<file path="src/hw/scm_regs.svh">
// Register offsets, field positions, reset values and timing counts
`ifndef SCM_REGS_SVH
`define SCM_REGS_SVH

// ==========================================================
// Device register offsets
`define SCM_REG_MODE 8'h03
`define SCM_REG_FORMAT 8'h04
`define SCM_REG_CLKCFG 8'h05
`define SCM_REG_OUTDIV 8'h06
`define SCM_REG_OUTN 8'h07
`define SCM_REG_STATUS 8'h08
`define SCM_REG_PVCFG 8'h10
`define SCM_REG_PVDT 8'h11

// ==========================================================
// Host local registers
`define SCM_HOST_LOCAL_BIT 7
`define SCM_HREG_STATUS 8'h80

// ==========================================================
// Field positions
`define SCM_MODE_OVR_BIT 4
`define SCM_FMT_RAW12_BIT 0
`define SCM_FMT_OVR_BIT 1
`define SCM_CLK_DIV2_BIT 0
`define SCM_CLK_SENSOR_EN_BIT 1
`define SCM_CLK_HALF_BIT 2
`define SCM_CLK_OSC_BIT 3
`define SCM_PV_MATCH_EN_BIT 0
`define SCM_HST_DIV_BIT 0
`define SCM_HST_INT_BIT 1

// ==========================================================
// Reset values and divider code limits
`define SCM_MODE_RST 3'h0
`define SCM_CLKCFG_RST 8'h00
`define SCM_OUTDIV_RST 8'h41
`define SCM_OUTN_RST 8'h1e
`define SCM_DIVCODE_MIN 3'h2
`define SCM_DIVCODE_MAX 3'h4

// ==========================================================
// Rate multipliers and bandwidth caps
`define SCM_FC_SYNC 8'ha0
`define SCM_BW_SYNC 8'h80
`define SCM_FC_EXT1 8'h50
`define SCM_BW_EXT1 8'h40
`define SCM_FC_EXT2 8'h28
`define SCM_BW_EXT2 8'h20
`define SCM_FC_PV 8'h1c
`define SCM_BW_PV 8'h14

// ==========================================================
// Reference ranges in 0.1 MHz units
`define SCM_SYNC_LO 11'd230
`define SCM_SYNC_HI 11'd260
`define SCM_HALF_LO 11'd115
`define SCM_HALF_HI 11'd130
`define SCM_EXT1_LO 11'd250
`define SCM_EXT1_HI 11'd520
`define SCM_EXT2_LO 11'd500
`define SCM_EXT2_HI 11'd1040
`define SCM_INT_LO 11'd484
`define SCM_INT_HI 11'd510
`define SCM_PV10_LO 11'd250
`define SCM_PV10_HI 11'd665
`define SCM_PV12_LO 11'd250
`define SCM_PV12_HI 11'd700

// ==========================================================
// Packet data types and timing
`define SCM_DT_RAW10 6'h2b
`define SCM_DT_RAW12 6'h2c
`define SCM_CLK_PERIOD_NS 10
`define SCM_MEAS_WINDOW_NS 10000
`define SCM_MEAS_CYCLES (`SCM_MEAS_WINDOW_NS / `SCM_CLK_PERIOD_NS)

`endif

</file>
<file path="src/hw/scm_pkg.sv">
// Types shared by both ends of the clock mode control link
`default_nettype none

package scm_pkg;
  typedef enum logic [2:0] {
    SCM_MODE_SYNC = 3'h0,
    SCM_MODE_NSEXT = 3'h2,
    SCM_MODE_NSINT = 3'h3,
    SCM_MODE_PVEXT = 3'h5
  } scm_mode_e;

  typedef enum logic [1:0] {
    SCM_REF_BACK = 2'h0,
    SCM_REF_EXT = 2'h1,
    SCM_REF_AON = 2'h2
  } scm_ref_e;

  typedef logic [7:0] scm_byte_t;
endpackage

`default_nettype wire

</file>
<file path="src/hw/scm_link_if.sv">
// Register path between the configuring host and the serializer
`default_nettype none

interface scm_link_if;
  scm_pkg::scm_byte_t addr;
  scm_pkg::scm_byte_t wdata;
  logic wr;
  logic rd;
  scm_pkg::scm_byte_t rdata;

  modport dev (input addr, input wdata, input wr, input rd, output rdata);
  modport host (output addr, output wdata, output wr, output rd, input rdata);
endinterface

`default_nettype wire

</file>
<file path="src/hw/scm_frac_clk.sv">
// Fractional sensor clock generator: rate = ref x step / limit
`default_nettype none

module scm_frac_clk (
  // Clock and reset
  input wire logic clk_i,
  input wire logic rst_i,
  // Control
  input wire logic restart_i,
  input wire logic enable_i,
  input wire logic ref_tick_i,
  input wire logic [12:0] step_i,
  input wire logic [14:0] limit_i,
  // Output
  output logic clk_o
);
  logic [17:0] acc;
  logic [17:0] next_acc;
  logic take;

  // Each reference edge adds twice the step; each crossing toggles once,
  // so one half output period is spent per limit
  always_comb begin
    take = (limit_i != 15'h0000) && (acc >= {3'h0, limit_i});
    next_acc = acc;
    if (take) begin
      next_acc = next_acc - {3'h0, limit_i};
    end
    if (ref_tick_i) begin
      next_acc = next_acc + {4'h0, step_i, 1'b0};
    end
  end

  always_ff @(posedge clk_i) begin
    if (rst_i || restart_i || !enable_i) begin
      acc <= 18'h00000;
    end else begin
      acc <= next_acc;
    end
  end

  always_ff @(posedge clk_i) begin
    if (rst_i || restart_i || !enable_i) begin
      clk_o <= 1'b0;
    end else if (take) begin
      clk_o <= ~clk_o;
    end
  end
endmodule

`default_nettype wire

</file>
<file path="src/hw/scm_device.sv">
// Serializer clock mode selection, reference check and sensor clock
// Clock mode rules; RL6 and RL9 are kept in the host
// RL1 - Synchronous: back reference, 160x rate, 128x bandwidth
// RL2 - External, divide one: 25-52 MHz, 80x, 64x
// RL3 - External, divide two: 50-104 MHz, 40x, 32x
// RL4 - Internal oscillator: 48.4-51 MHz, 80x, no sensor clock
// RL5 - Parallel video: 25-66.5/70 MHz, 28x, 20x
// RL6 - Software programs output divider 16, 8 or 4
// RL7 - Synchronous back reference feeds link and sensor clock
// RL8 - Source keeps image throughput below line rate
// RL9 - Internal mode needs oscillator select, sensor clock off
// RL10 - Internal mode: sensor clock off, always-on reference
// RL11 - Mode field reports mode; read-only unless override
// RL12 - Power-down pin rise latches strapped mode
// RL13 - Override set makes mode field writable
// RL14 - Parallel source data follows external reference
// RL15 - Sync and external modes drive sensor clock
// RL16 - Sensor clock = rate x M / (divider x N)
// RL17 - Integer N/M gives clean fractional output
// RL18 - Format override and parallel config registers
// RL19 - Match enable passes packets of programmed type
// RL20 - Rate over divider stays below 1.05 GHz
// RL21 - Mode codes: 0, 2, 3, 5
// RL22 - Mode rewrite re-derives rate and output clock
//
// Chosen here: the strobed register port.
`include "scm_regs.svh"
`default_nettype none

module scm_device #(
  parameter int MEAS_CYCLES = `SCM_MEAS_CYCLES
) (
  // Clock and reset
  input wire logic clk_i,
  input wire logic rst_i,
  // Register path
  scm_link_if.dev link,
  // Pins
  input wire logic power_down_pin_i,
  input wire logic [2:0] mode_strap_i,
  input wire logic back_ref_tick_i,
  input wire logic external_ref_clock_input_i,
  input wire logic always_on_oscillator_i,
  // Packet filter
  input wire logic pkt_valid_i,
  input wire logic [5:0] pkt_dt_i,
  output logic pkt_pass_o,
  // Derived clocking
  output logic [7:0] fc_rate_mult_o,
  output logic [7:0] csi_bw_mult_o,
  output logic [1:0] ref_source_o,
  output logic ref_in_range_o,
  output logic sensor_clk_en_o,
  output logic sensor_clk_o
);
  generate
    if (MEAS_CYCLES < 2 || MEAS_CYCLES > 65535) begin : g_bad_meas
      $error("MEAS_CYCLES must lie in 2..65535");
    end
  endgenerate

  // ==========================================================
  // Pin synchronisers
  logic [6:0] pin_s1;
  logic [6:0] pin_s2;
  logic [6:0] pin_s3;
  always_ff @(posedge clk_i) begin
    if (rst_i) begin
      pin_s1 <= 7'h00;
      pin_s2 <= 7'h00;
      pin_s3 <= 7'h00;
    end else begin
      pin_s1 <= {mode_strap_i, power_down_pin_i, always_on_oscillator_i,
                 external_ref_clock_input_i, back_ref_tick_i};
      pin_s2 <= pin_s1;
      pin_s3 <= pin_s2;
    end
  end
  logic [3:0] rise;
  assign rise = pin_s2[3:0] & ~pin_s3[3:0];

  // ==========================================================
  // Registers
  logic [2:0] mode_field;
  logic mode_ovr;
  scm_pkg::scm_byte_t fmt;
  scm_pkg::scm_byte_t clkcfg;
  scm_pkg::scm_byte_t outdiv;
  scm_pkg::scm_byte_t outn;
  scm_pkg::scm_byte_t pvcfg;
  scm_pkg::scm_byte_t pvdt;

  function automatic logic hit(input scm_pkg::scm_byte_t a);
    return link.wr && (link.addr == a);
  endfunction

  always_ff @(posedge clk_i) begin
    if (rst_i) begin
      mode_field <= `SCM_MODE_RST;
    end else if (rise[3]) begin
      mode_field <= pin_s2[6:4]; // RL12
    end else if (hit(`SCM_REG_MODE) && mode_ovr) begin
      mode_field <= link.wdata[2:0]; // RL13
    end
  end

  always_ff @(posedge clk_i) begin
    if (rst_i) begin
      mode_ovr <= 1'b0;
    end else if (hit(`SCM_REG_MODE)) begin
      mode_ovr <= link.wdata[`SCM_MODE_OVR_BIT]; // RL11
    end
  end

  always_ff @(posedge clk_i) begin
    if (rst_i) begin
      fmt <= 8'h00;
      clkcfg <= `SCM_CLKCFG_RST;
      outdiv <= `SCM_OUTDIV_RST;
      outn <= `SCM_OUTN_RST;
      pvcfg <= 8'h00;
      pvdt <= 8'h00;
    end else begin
      if (hit(`SCM_REG_FORMAT)) fmt <= link.wdata; // RL18
      if (hit(`SCM_REG_CLKCFG)) clkcfg <= link.wdata;
      if (hit(`SCM_REG_OUTDIV)) outdiv <= link.wdata; // RL16
      if (hit(`SCM_REG_OUTN)) outn <= link.wdata; // RL16
      if (hit(`SCM_REG_PVCFG)) pvcfg <= link.wdata; // RL18
      if (hit(`SCM_REG_PVDT)) pvdt <= link.wdata; // RL19
    end
  end

  // ==========================================================
  // Mode derivation
  logic div2;
  logic half;
  logic raw12;
  assign div2 = clkcfg[`SCM_CLK_DIV2_BIT];
  assign half = clkcfg[`SCM_CLK_HALF_BIT];
  assign raw12 = fmt[`SCM_FMT_OVR_BIT] && fmt[`SCM_FMT_RAW12_BIT];

  logic [7:0] fc_mult;
  logic [7:0] bw_mult;
  logic [1:0] ref_src;
  logic [10:0] lo;
  logic [10:0] hi;
  always_comb begin
    fc_mult = `SCM_FC_SYNC; // RL1
    bw_mult = `SCM_BW_SYNC;
    ref_src = scm_pkg::SCM_REF_BACK; // RL7
    lo = half ? `SCM_HALF_LO : `SCM_SYNC_LO;
    hi = half ? `SCM_HALF_HI : `SCM_SYNC_HI;
    case (mode_field) // RL21
      scm_pkg::SCM_MODE_NSEXT: begin
        ref_src = scm_pkg::SCM_REF_EXT;
        fc_mult = div2 ? `SCM_FC_EXT2 : `SCM_FC_EXT1; // RL2 RL3
        bw_mult = div2 ? `SCM_BW_EXT2 : `SCM_BW_EXT1;
        lo = div2 ? `SCM_EXT2_LO : `SCM_EXT1_LO;
        hi = div2 ? `SCM_EXT2_HI : `SCM_EXT1_HI;
      end
      scm_pkg::SCM_MODE_NSINT: begin
        ref_src = scm_pkg::SCM_REF_AON; // RL10
        fc_mult = `SCM_FC_EXT1; // RL4
        bw_mult = `SCM_BW_EXT1;
        lo = `SCM_INT_LO;
        hi = `SCM_INT_HI;
      end
      scm_pkg::SCM_MODE_PVEXT: begin
        ref_src = scm_pkg::SCM_REF_EXT;
        fc_mult = `SCM_FC_PV; // RL5
        bw_mult = `SCM_BW_PV;
        lo = raw12 ? `SCM_PV12_LO : `SCM_PV10_LO;
        hi = raw12 ? `SCM_PV12_HI : `SCM_PV10_HI;
      end
      default: begin
        ref_src = scm_pkg::SCM_REF_BACK;
      end
    endcase
  end

  always_ff @(posedge clk_i) begin
    if (rst_i) begin
      fc_rate_mult_o <= `SCM_FC_SYNC;
      csi_bw_mult_o <= `SCM_BW_SYNC;
      ref_source_o <= scm_pkg::SCM_REF_BACK;
    end else begin
      fc_rate_mult_o <= fc_mult;
      csi_bw_mult_o <= bw_mult;
      ref_source_o <= ref_src;
    end
  end

  // Any change of the active mode restarts measurement and output clock
  logic [2:0] mode_prev;
  logic [9:0] cfg_prev;
  logic rederive;
  always_ff @(posedge clk_i) begin
    if (rst_i) begin
      mode_prev <= `SCM_MODE_RST;
      cfg_prev <= 10'h000;
    end else begin
      mode_prev <= mode_field;
      cfg_prev <= {div2, half, fc_mult};
    end
  end
  assign rederive = (mode_prev != mode_field) || (cfg_prev != {div2, half, fc_mult}); // RL22

  // ==========================================================
  // Reference frequency check
  logic ref_tick;
  assign ref_tick = (ref_src == scm_pkg::SCM_REF_AON) ? rise[2] :
                    (ref_src == scm_pkg::SCM_REF_EXT) ? rise[1] : rise[0];

  logic [15:0] win_cnt;
  logic [10:0] tick_cnt;
  logic win_end;
  assign win_end = (win_cnt == 16'(MEAS_CYCLES - 1));

  always_ff @(posedge clk_i) begin
    if (rst_i || rederive || win_end) begin
      win_cnt <= 16'h0000;
    end else begin
      win_cnt <= win_cnt + 16'h0001;
    end
  end

  always_ff @(posedge clk_i) begin
    if (rst_i || rederive || win_end) begin
      tick_cnt <= 11'h000;
    end else if (ref_tick && tick_cnt != 11'h7ff) begin
      tick_cnt <= tick_cnt + 11'h001;
    end
  end

  always_ff @(posedge clk_i) begin
    if (rst_i || rederive) begin
      ref_in_range_o <= 1'b0;
    end else if (win_end) begin
      ref_in_range_o <= (tick_cnt >= lo) && (tick_cnt <= hi); // RL1 RL2 RL3 RL4 RL5
    end
  end

  // ==========================================================
  // Sensor clock output
  logic out_en;
  logic [12:0] step;
  logic [14:0] limit;
  assign out_en = (mode_field != scm_pkg::SCM_MODE_NSINT) &&
                  clkcfg[`SCM_CLK_SENSOR_EN_BIT]; // RL10 RL15
  assign step = 13'(fc_mult * outdiv[4:0]);
  assign limit = 15'({outn, 7'h00} >> (3'h7 - outdiv[7:5])); // RL16 RL17

  always_ff @(posedge clk_i) begin
    if (rst_i) begin
      sensor_clk_en_o <= 1'b0;
    end else begin
      sensor_clk_en_o <= out_en;
    end
  end

  scm_frac_clk u_frac (
    .clk_i(clk_i),
    .rst_i(rst_i),
    .restart_i(rederive),
    .enable_i(out_en),
    .ref_tick_i(ref_tick), // RL7
    .step_i(step),
    .limit_i(limit),
    .clk_o(sensor_clk_o)
  );

  // ==========================================================
  // Parallel video packet filter
  always_ff @(posedge clk_i) begin
    if (rst_i) begin
      pkt_pass_o <= 1'b0;
    end else if (!pkt_valid_i || mode_field != scm_pkg::SCM_MODE_PVEXT) begin
      pkt_pass_o <= 1'b0;
    end else if (pvcfg[`SCM_PV_MATCH_EN_BIT]) begin
      pkt_pass_o <= (pkt_dt_i == pvdt[5:0]); // RL19
    end else begin
      pkt_pass_o <= (pkt_dt_i == (raw12 ? `SCM_DT_RAW12 : `SCM_DT_RAW10)); // RL18
    end
  end

  // ==========================================================
  // Read port
  always_ff @(posedge clk_i) begin
    if (rst_i) begin
      link.rdata <= 8'h00;
    end else if (link.rd) begin
      case (link.addr)
        `SCM_REG_MODE: link.rdata <= {3'h0, mode_ovr, 1'b0, mode_field}; // RL11
        `SCM_REG_FORMAT: link.rdata <= fmt;
        `SCM_REG_CLKCFG: link.rdata <= clkcfg;
        `SCM_REG_OUTDIV: link.rdata <= outdiv;
        `SCM_REG_OUTN: link.rdata <= outn;
        `SCM_REG_STATUS: link.rdata <= {4'h0, sensor_clk_en_o, ref_in_range_o, ref_source_o};
        `SCM_REG_PVCFG: link.rdata <= pvcfg;
        `SCM_REG_PVDT: link.rdata <= pvdt;
        default: link.rdata <= 8'h00;
      endcase
    end else begin
      link.rdata <= 8'h00;
    end
  end
endmodule

`default_nettype wire

</file>
<file path="src/flat_wrapper.sv">
// flat-port wrapper written by rule: the top's interface ports become plain ports
module scm_device_flat 
#(
  parameter int MEAS_CYCLES = `SCM_MEAS_CYCLES
)
  (clk_i, rst_i, power_down_pin_i, mode_strap_i, back_ref_tick_i, external_ref_clock_input_i, always_on_oscillator_i, pkt_valid_i, pkt_dt_i, pkt_pass_o, fc_rate_mult_o, csi_bw_mult_o, ref_source_o, ref_in_range_o, sensor_clk_en_o, sensor_clk_o, link_addr, link_wdata, link_wr, link_rd, link_rdata);
  scm_link_if link_i ();
  input wire logic clk_i;
  input wire logic rst_i;
  input wire logic power_down_pin_i;
  input wire logic [2:0] mode_strap_i;
  input wire logic back_ref_tick_i;
  input wire logic external_ref_clock_input_i;
  input wire logic always_on_oscillator_i;
  input wire logic pkt_valid_i;
  input wire logic [5:0] pkt_dt_i;
  output logic pkt_pass_o;
  output logic [7:0] fc_rate_mult_o;
  output logic [7:0] csi_bw_mult_o;
  output logic [1:0] ref_source_o;
  output logic ref_in_range_o;
  output logic sensor_clk_en_o;
  output logic sensor_clk_o;
  input wire logic [$bits(link_i.addr)-1:0] link_addr;
  input wire logic [$bits(link_i.wdata)-1:0] link_wdata;
  input wire logic [$bits(link_i.wr)-1:0] link_wr;
  input wire logic [$bits(link_i.rd)-1:0] link_rd;
  output wire logic [$bits(link_i.rdata)-1:0] link_rdata;
  assign link_i.addr = link_addr;
  assign link_i.wdata = link_wdata;
  assign link_i.wr = link_wr;
  assign link_i.rd = link_rd;
  assign link_rdata = link_i.rdata;
  scm_device #(.MEAS_CYCLES(MEAS_CYCLES)) u_core (.clk_i(clk_i), .rst_i(rst_i), .link(link_i), .power_down_pin_i(power_down_pin_i), .mode_strap_i(mode_strap_i), .back_ref_tick_i(back_ref_tick_i), .external_ref_clock_input_i(external_ref_clock_input_i), .always_on_oscillator_i(always_on_oscillator_i), .pkt_valid_i(pkt_valid_i), .pkt_dt_i(pkt_dt_i), .pkt_pass_o(pkt_pass_o), .fc_rate_mult_o(fc_rate_mult_o), .csi_bw_mult_o(csi_bw_mult_o), .ref_source_o(ref_source_o), .ref_in_range_o(ref_in_range_o), .sensor_clk_en_o(sensor_clk_en_o), .sensor_clk_o(sensor_clk_o));
endmodule
</file>
<file path="config.mk">
export PLATFORM = sky130hd
export DESIGN_NAME = scm_device_flat
export DESIGN_NICKNAME = d
export VERILOG_FILES = /design/src/hw/scm_pkg.sv /design/src/hw/scm_link_if.sv /design/src/hw/scm_frac_clk.sv /design/src/hw/scm_device.sv /design/src/flat_wrapper.sv
export VERILOG_INCLUDE_DIRS = /design/src /design/src/hw
export SDC_FILE = /design/constraint.sdc
export NUM_CORES = 1
export LEC_CHECK = 0
export BUFFER_PORTS_ARGS = -buffer_cell sky130_fd_sc_hd__buf_2
export CAP_MARGIN = 20
export CORE_AREA = 5 5 134 136
export DETAILED_ROUTE_END_ITERATION = 8
export DIE_AREA = 0 0 139 141
export PLACE_DENSITY = 0.73
export SYNTH_ARGS = -nofsm -noshare
export SYNTH_HDL_FRONTEND = slang
export SYNTH_SLANG_ARGS = --single-unit
</file>
<file path="constraint.sdc">
create_clock -name clk_i -period 7.72 [get_ports clk_i]
set_input_delay 0 -clock clk_i [delete_from_list [all_inputs] [get_ports clk_i]]
set_output_delay 0 -clock clk_i [all_outputs]
set_load 0.01 [all_outputs]
</file>
==> Word-level counts from Yosys, hierarchy flattened <==
Index checks and enable logic that the tools add are counted.
Widths: inputs -> output; s select.
{ "totals": {"out_inout_bits": 30, "regBits": 158} }
{ "op_classes": {"reduce_logical": 25, "n_addsub": 5, "eq_ne": 21, "order_cmp": 3, "multipliers": 1, "n_shift": 1, "mux": 21, "bitwise": 4} }
{ "ops": {"columns": ["op", "n"], "rows": [
  ["$pmux 11 s3", 2],
  ["$pmux 8 s8", 1],
  ["$pmux 8 s3", 2],
  ["$mux 18", 2],
  ["$eq 8x3->1 const B", 4],
  ["$add 18x14->18", 1],
  ["$ge 18x15->1", 1],
  ["$mux 9", 2],
  ["$sub 18x15->18", 1],
  ["$add 16x1->16 const B", 1],
  ["$eq 16x10->1 const B", 1],
  ["$eq 8x5->1 const B", 2],
  ["$reduce_bool 15->1", 1],
  ["$shr 15x3->15", 1],
  ["$mux 7", 2],
  ["$logic_and 1x1->1", 13],
  ["$mul 8x5->13", 1],
  ["$eq 6x6->1", 2],
  ["$add 11x1->11 const B", 1],
  ["$ge 11x11->1", 1],
  ["$le 11x11->1", 1],
  ["$mux 11", 1],
  ["$ne 11x11->1 const B", 1],
  ["$ne 10x10->1", 1],
  ["22 further kinds", 35]
]} }

==> Depth between registers and ports, before layout <==
{ "depth": {"word_depth": 7, "depth_mapped": 27, "mapped_depth_nobuf": 24} }

==> Hierarchy <==
Synthesis repeated with hierarchy kept, for this count alone.
{ "unflattened": {"hier_cells": 1090, "hier_area_um2": 9462.8} }
{ "modules_own_cells": {"columns": ["mod", "area_each_um2", "cells_per_inst", "seq_area_each_um2", "n_inst"], "rows": [
  ["scm_device", 7218.2, 802, 2482.4, 1],
  ["scm_frac_clk", 2244.7, 288, 380.4, 1]
]} }

==> Least setup slack after synthesis <==
Ideal clock, no wire load.
{ "synth_path": {"kind": "register -> register", "from": "register u_core.mode_field[1]", "to": "register u_core.u_frac.acc[15]", "setup_ps": 128, "stages_incl_launch_ff": 23, "path_slack_ps": 2222, "arrival_ps": 5370, "cell_sequence": "dfxtp_1 clkbuf_1 nand2b_1 buf_2 a21oi_1 o21ai_0 fa_1 fa_1 fa_1 inv_1 ha_1 a21oi_1 o21bai_1 a21oi_1 xnor2_1 ha_1 or3_1 o211ai_1 a21boi_0 o21a_1 o221ai_1 xnor2_1 nor2_1"} }
{ "synth_between": {"elab_chain_cells": 7, "elab_cells_between_ends": 21} }
{ "synth_rtl": {"columns": ["element", "line", "rtl"], "rows": [
  ["start: declaration", "scm_device.sv:84", "logic [2:0] mode_field;"],
  ["start signal: assignment", "scm_device.sv:99", "mode_field <= `SCM_MODE_RST;"],
  ["start signal: assignment", "scm_device.sv:101", "mode_field <= pin_s2[6:4];"],
  ["start signal: assignment", "scm_device.sv:103", "mode_field <= link.wdata[2:0];"],
  ["branches (longest 7 deep; another with $add 18x14->18)", null, null],
  ["end signal: assignment", "scm_frac_clk.sv:38", "acc <= next_acc;"],
  ["end: declaration", "scm_frac_clk.sv:17", "logic [17:0] acc;"]
]} }
Parallel ways; which one is timed is not known.
A chain may end at the register's enable or synchronous reset.

==> Worst setup path in the final report <==
{ "layout_path": {"from": "register u_core.mode_field[1]", "to": "register u_core.u_frac.acc[17]"} }
The elaborated chain is that of the path after synthesis.

==> impl_metrics.ini <==
[cts]
htreeDepth = 4
clock_latency_ns = 0.43
clockBufferDepth = 2
cts.repair.resized = 0
cts_tree = built
cts_root_buf = clkbuf_16
cts_buffers = 17
path_clk_slew_ns = 0.06
cts_sinks = 143

[yosys]
syn-instance-count = 1066
syn_area_um2 = 8990
avgSynthCellArea_um2 = 8.43
synth-seq-cells = 143
synth_top_area_cell = dfxtp_1
synth.distinct_cells = 72
synth_seq_area_share_pct = 31.8
synth_edf_count = 0
yosysWarnings = 0
synth.area.top_cells = dfxtp_1 32%, ha_1 9.0%, nor2_1 5.5%, a21oi_1 4.4%, mux2i_1 4.1%
synth_top_area_share_pct = 31.8
synthFlopType = dfxtp_1
ys_async_sr_fraction_pct = 0

[floorplanning]
io_pins = 64
core_um2 = 16800
rows = 48
die-area_um2 = 19600
die_w_um = 139
start_util_pct = 53.5
die_y_um = 141

[flow_run]
cap_violations = 0

[sta]
fmax_mhz = 160
fin_worst_skew_ns = 0.00799
drv_slew = 0
slew_headroom_pct = 25.5
whs_ns = 0.0445
rsz0062_at_grt = no
fin_crit_ns = 6.25
period_share_pct = 80.9
finalHoldViolCount = 0
worst_slew_pin_slew_ns = 1.11
setup_viol = 0
setup-tns-final_ns = 0
setup_ws_ns = 1.47

[drt]
vias_per_cell = 5.69
routed-via-count = 7681
wirelength_mm = 21.1
first_pass_iters = 5
ant_nets = 0
drtIter0Drc = 631
wl_per_cell_um = 15.6
drc = 0

[hold_path]
hp-class = in -> reg
whs_path_depth = 4

[critical_path]
worstRegToRegCells = 20
critPathKind = reg -> reg
worstPathRequired_ns = 8.02
crit_fanout = 12
critPathLaunchType = flop
end_kind = flop
slowest_delay_ns = 0.75
worst_path_max_delay_cell = a21oi_1
crit_arrival_ns = 6.54
path_cells = nand2b_1, a21oi_1, o21ai_0, fa_1, fa_1, fa_1, inv_1, ha_1, a21oi_1, o21bai_1, a21oi_1, xnor2_1, ha_1, or3_1, o211ai_1, a21boi_0, o21a_1, o221ai_1, o31a_1, nor3_1

[place]
gp_congestion = 0.883
dp_hpwl_mm = 15.2
placed_area_um2 = 9350
dp_slack_ns = 1.53
portBuffers = 58

[cells_and_area]
drive_gt1_share_pct = 11.4
fillCellCount = 1485
antenna_cells = 0
finalInstanceArea_um2 = 10100
area_growth_pct = 12.8
layout.nets = 1224

[outcome]
status = complete, no violations

[global_route]
grt_max_degree = 83
grt_pass1_vias = 7261
grtUsageTotal_pct = 21.9
overflow = 0
antenna_found_initial = 0
grt_pass1_wl_mm = 35.7

[pwr]
p_per_area_nw_per_um2 = 169
p_leak_nw = 4.25
ir_worst_vdd_mv = 0.153
power_w = 0.00171
[critical path: cells and delay by family, from the launching register on]
| family | cells | cell delay [ns] |
|---|---|---|
| AOI/OAI and AO/OA | 10 | 2.48 |
| xor gates and xnor gates | 1 | 0.10 |
| adders and majority gates | 5 | 2.15 |
| buffers and inverters | 1 | 0.04 |
| DFF | 1 | 0.56 |
| and+or+nand+nor | 3 | 0.76 |
[registers in the layout (all words and copies together), names as in the netlist, 2 cells and up, named ones only]
name	cells
u_core.pin_s2	7
u_core.pin_s3	4
u_core.link.rdata	8
u_core.win_cnt	16
u_core.u_frac.acc	16
u_core.clkcfg	8
u_core.pin_s1	7
u_core.pvdt	8
u_core.mode_field	3
u_core.ref_source_o	2
u_core.pvcfg	8
u_core.tick_cnt	11
u_core.fmt	8
u_core.mode_prev	3
u_core.cfg_prev	8
u_core.fc_rate_mult_o	2
u_core.outdiv	8
u_core.outn	8
[area by class of cell]
class / instances / area [um2] / area share, %
clock inverter: 13 / 175 / 1.73
clock buffer: 19 / 453 / 4.46
inverter: 47 / 176 / 1.74
sequential: 143 / 2860 / 28.2
multi-input combinational: 821 / 5690 / 56.1
timing repair buffer: 81 / 505 / 4.98
tap: 225 / 282 / 2.78
[cell usage after synthesis, types with 10 or more instances]
cell type  count
ha_1          65
clkbuf_1      30
nand4_1       16
buf_4         13
xor2_1        20
nand2b_1      20
a211oi_1      10
nor3_1        17
nand3_1       33
dfxtp_1      143
a21oi_1       79
o21a_1        14
nor2b_1       39
inv_1         47
and2_1        10
and3_1        11
nor2_1       131
mux2i_1       37
nand2_1       93
xnor2_1       42
o21ai_0       40
fa_1          14
[final timing paths]
path | from | endpoint | slack (ns)
worst max-delay path | u_core.mode_field[1] | u_core.u_frac.acc[17] | 1.47
worst min-delay path | link_addr[4] | u_core.mode_ovr | 0.04
worst max register to register | u_core.mode_field[1] | u_core.u_frac.acc[17] | 1.47
worst min register to register | u_core.pin_s1[3] | u_core.pin_s2[3] | 0.44
[metal layers]
layer / GRT usage [%] / vias to the layer above / wire (um)
li1: - / 3811 / -
met1: 29.2 / 3607 / 9680
met2: 35.6 / 233 / 9900
met3: 4.31 / 30 / 1110
met4: 8.08 / 0 / 388
met5: 0 / - / 0
[cell usage in the layout (no fill, tap or decap), types with 37 or more instances in the layout]
| master | instances |
|---|---|
| dfxtp_1 | 143 |
| inv_1 | 47 |
| a21oi_1 | 79 |
| o21ai_0 | 40 |
| nand2_1 | 93 |
| nor2_1 | 131 |
| buf_2 | 58 |
| ha_1 | 65 |
| mux2i_1 | 37 |
| nor2b_1 | 39 |
| xnor2_1 | 42 |
[cells by family after synthesis]
| logic type | count (synthesis) | share of synthesized area, % |
|---|---|---|
| AOI/OAI and AO/OA | 213 | 15.4 |
| and+or+nand+nor | 408 | 22.1 |
| xor gates and xnor gates | 62 | 6.04 |
| adders and majority gates | 79 | 12.2 |
| buffers and inverters | 106 | 5.09 |
| other | 1 | 0.0417 |
| DFF | 143 | 31.8 |
| muxes | 54 | 7.38 |
[metrics by stage]
step	util, %	std cells
floorplan	-	1070
global placement	55.6	1300
detailed placement	55.6	1300
CTS	60.3	1349
global route	60.3	1349
finish	60.3	1349
[report_power, final]
group	total, W	switching [W]	leakage [nW]	internal, W
Combinational	0.0000915	0.0000537	2.79	0.0000378
Clock	0.000870	0.000338	0.302	0.000532
Sequential	0.000751	0.00000579	1.16	0.000746
Total	0.00171	0.000398	4.25	0.00132
[timing repair]
action / in CTS / in global routing
setup endpoints to repair: 0 / 0
hold endpoints to repair: 52 / 0
hold buffers: 17 / 0
setup buffers: 0 / 0
No activity file was read; power rests on OpenSTA's default activity.
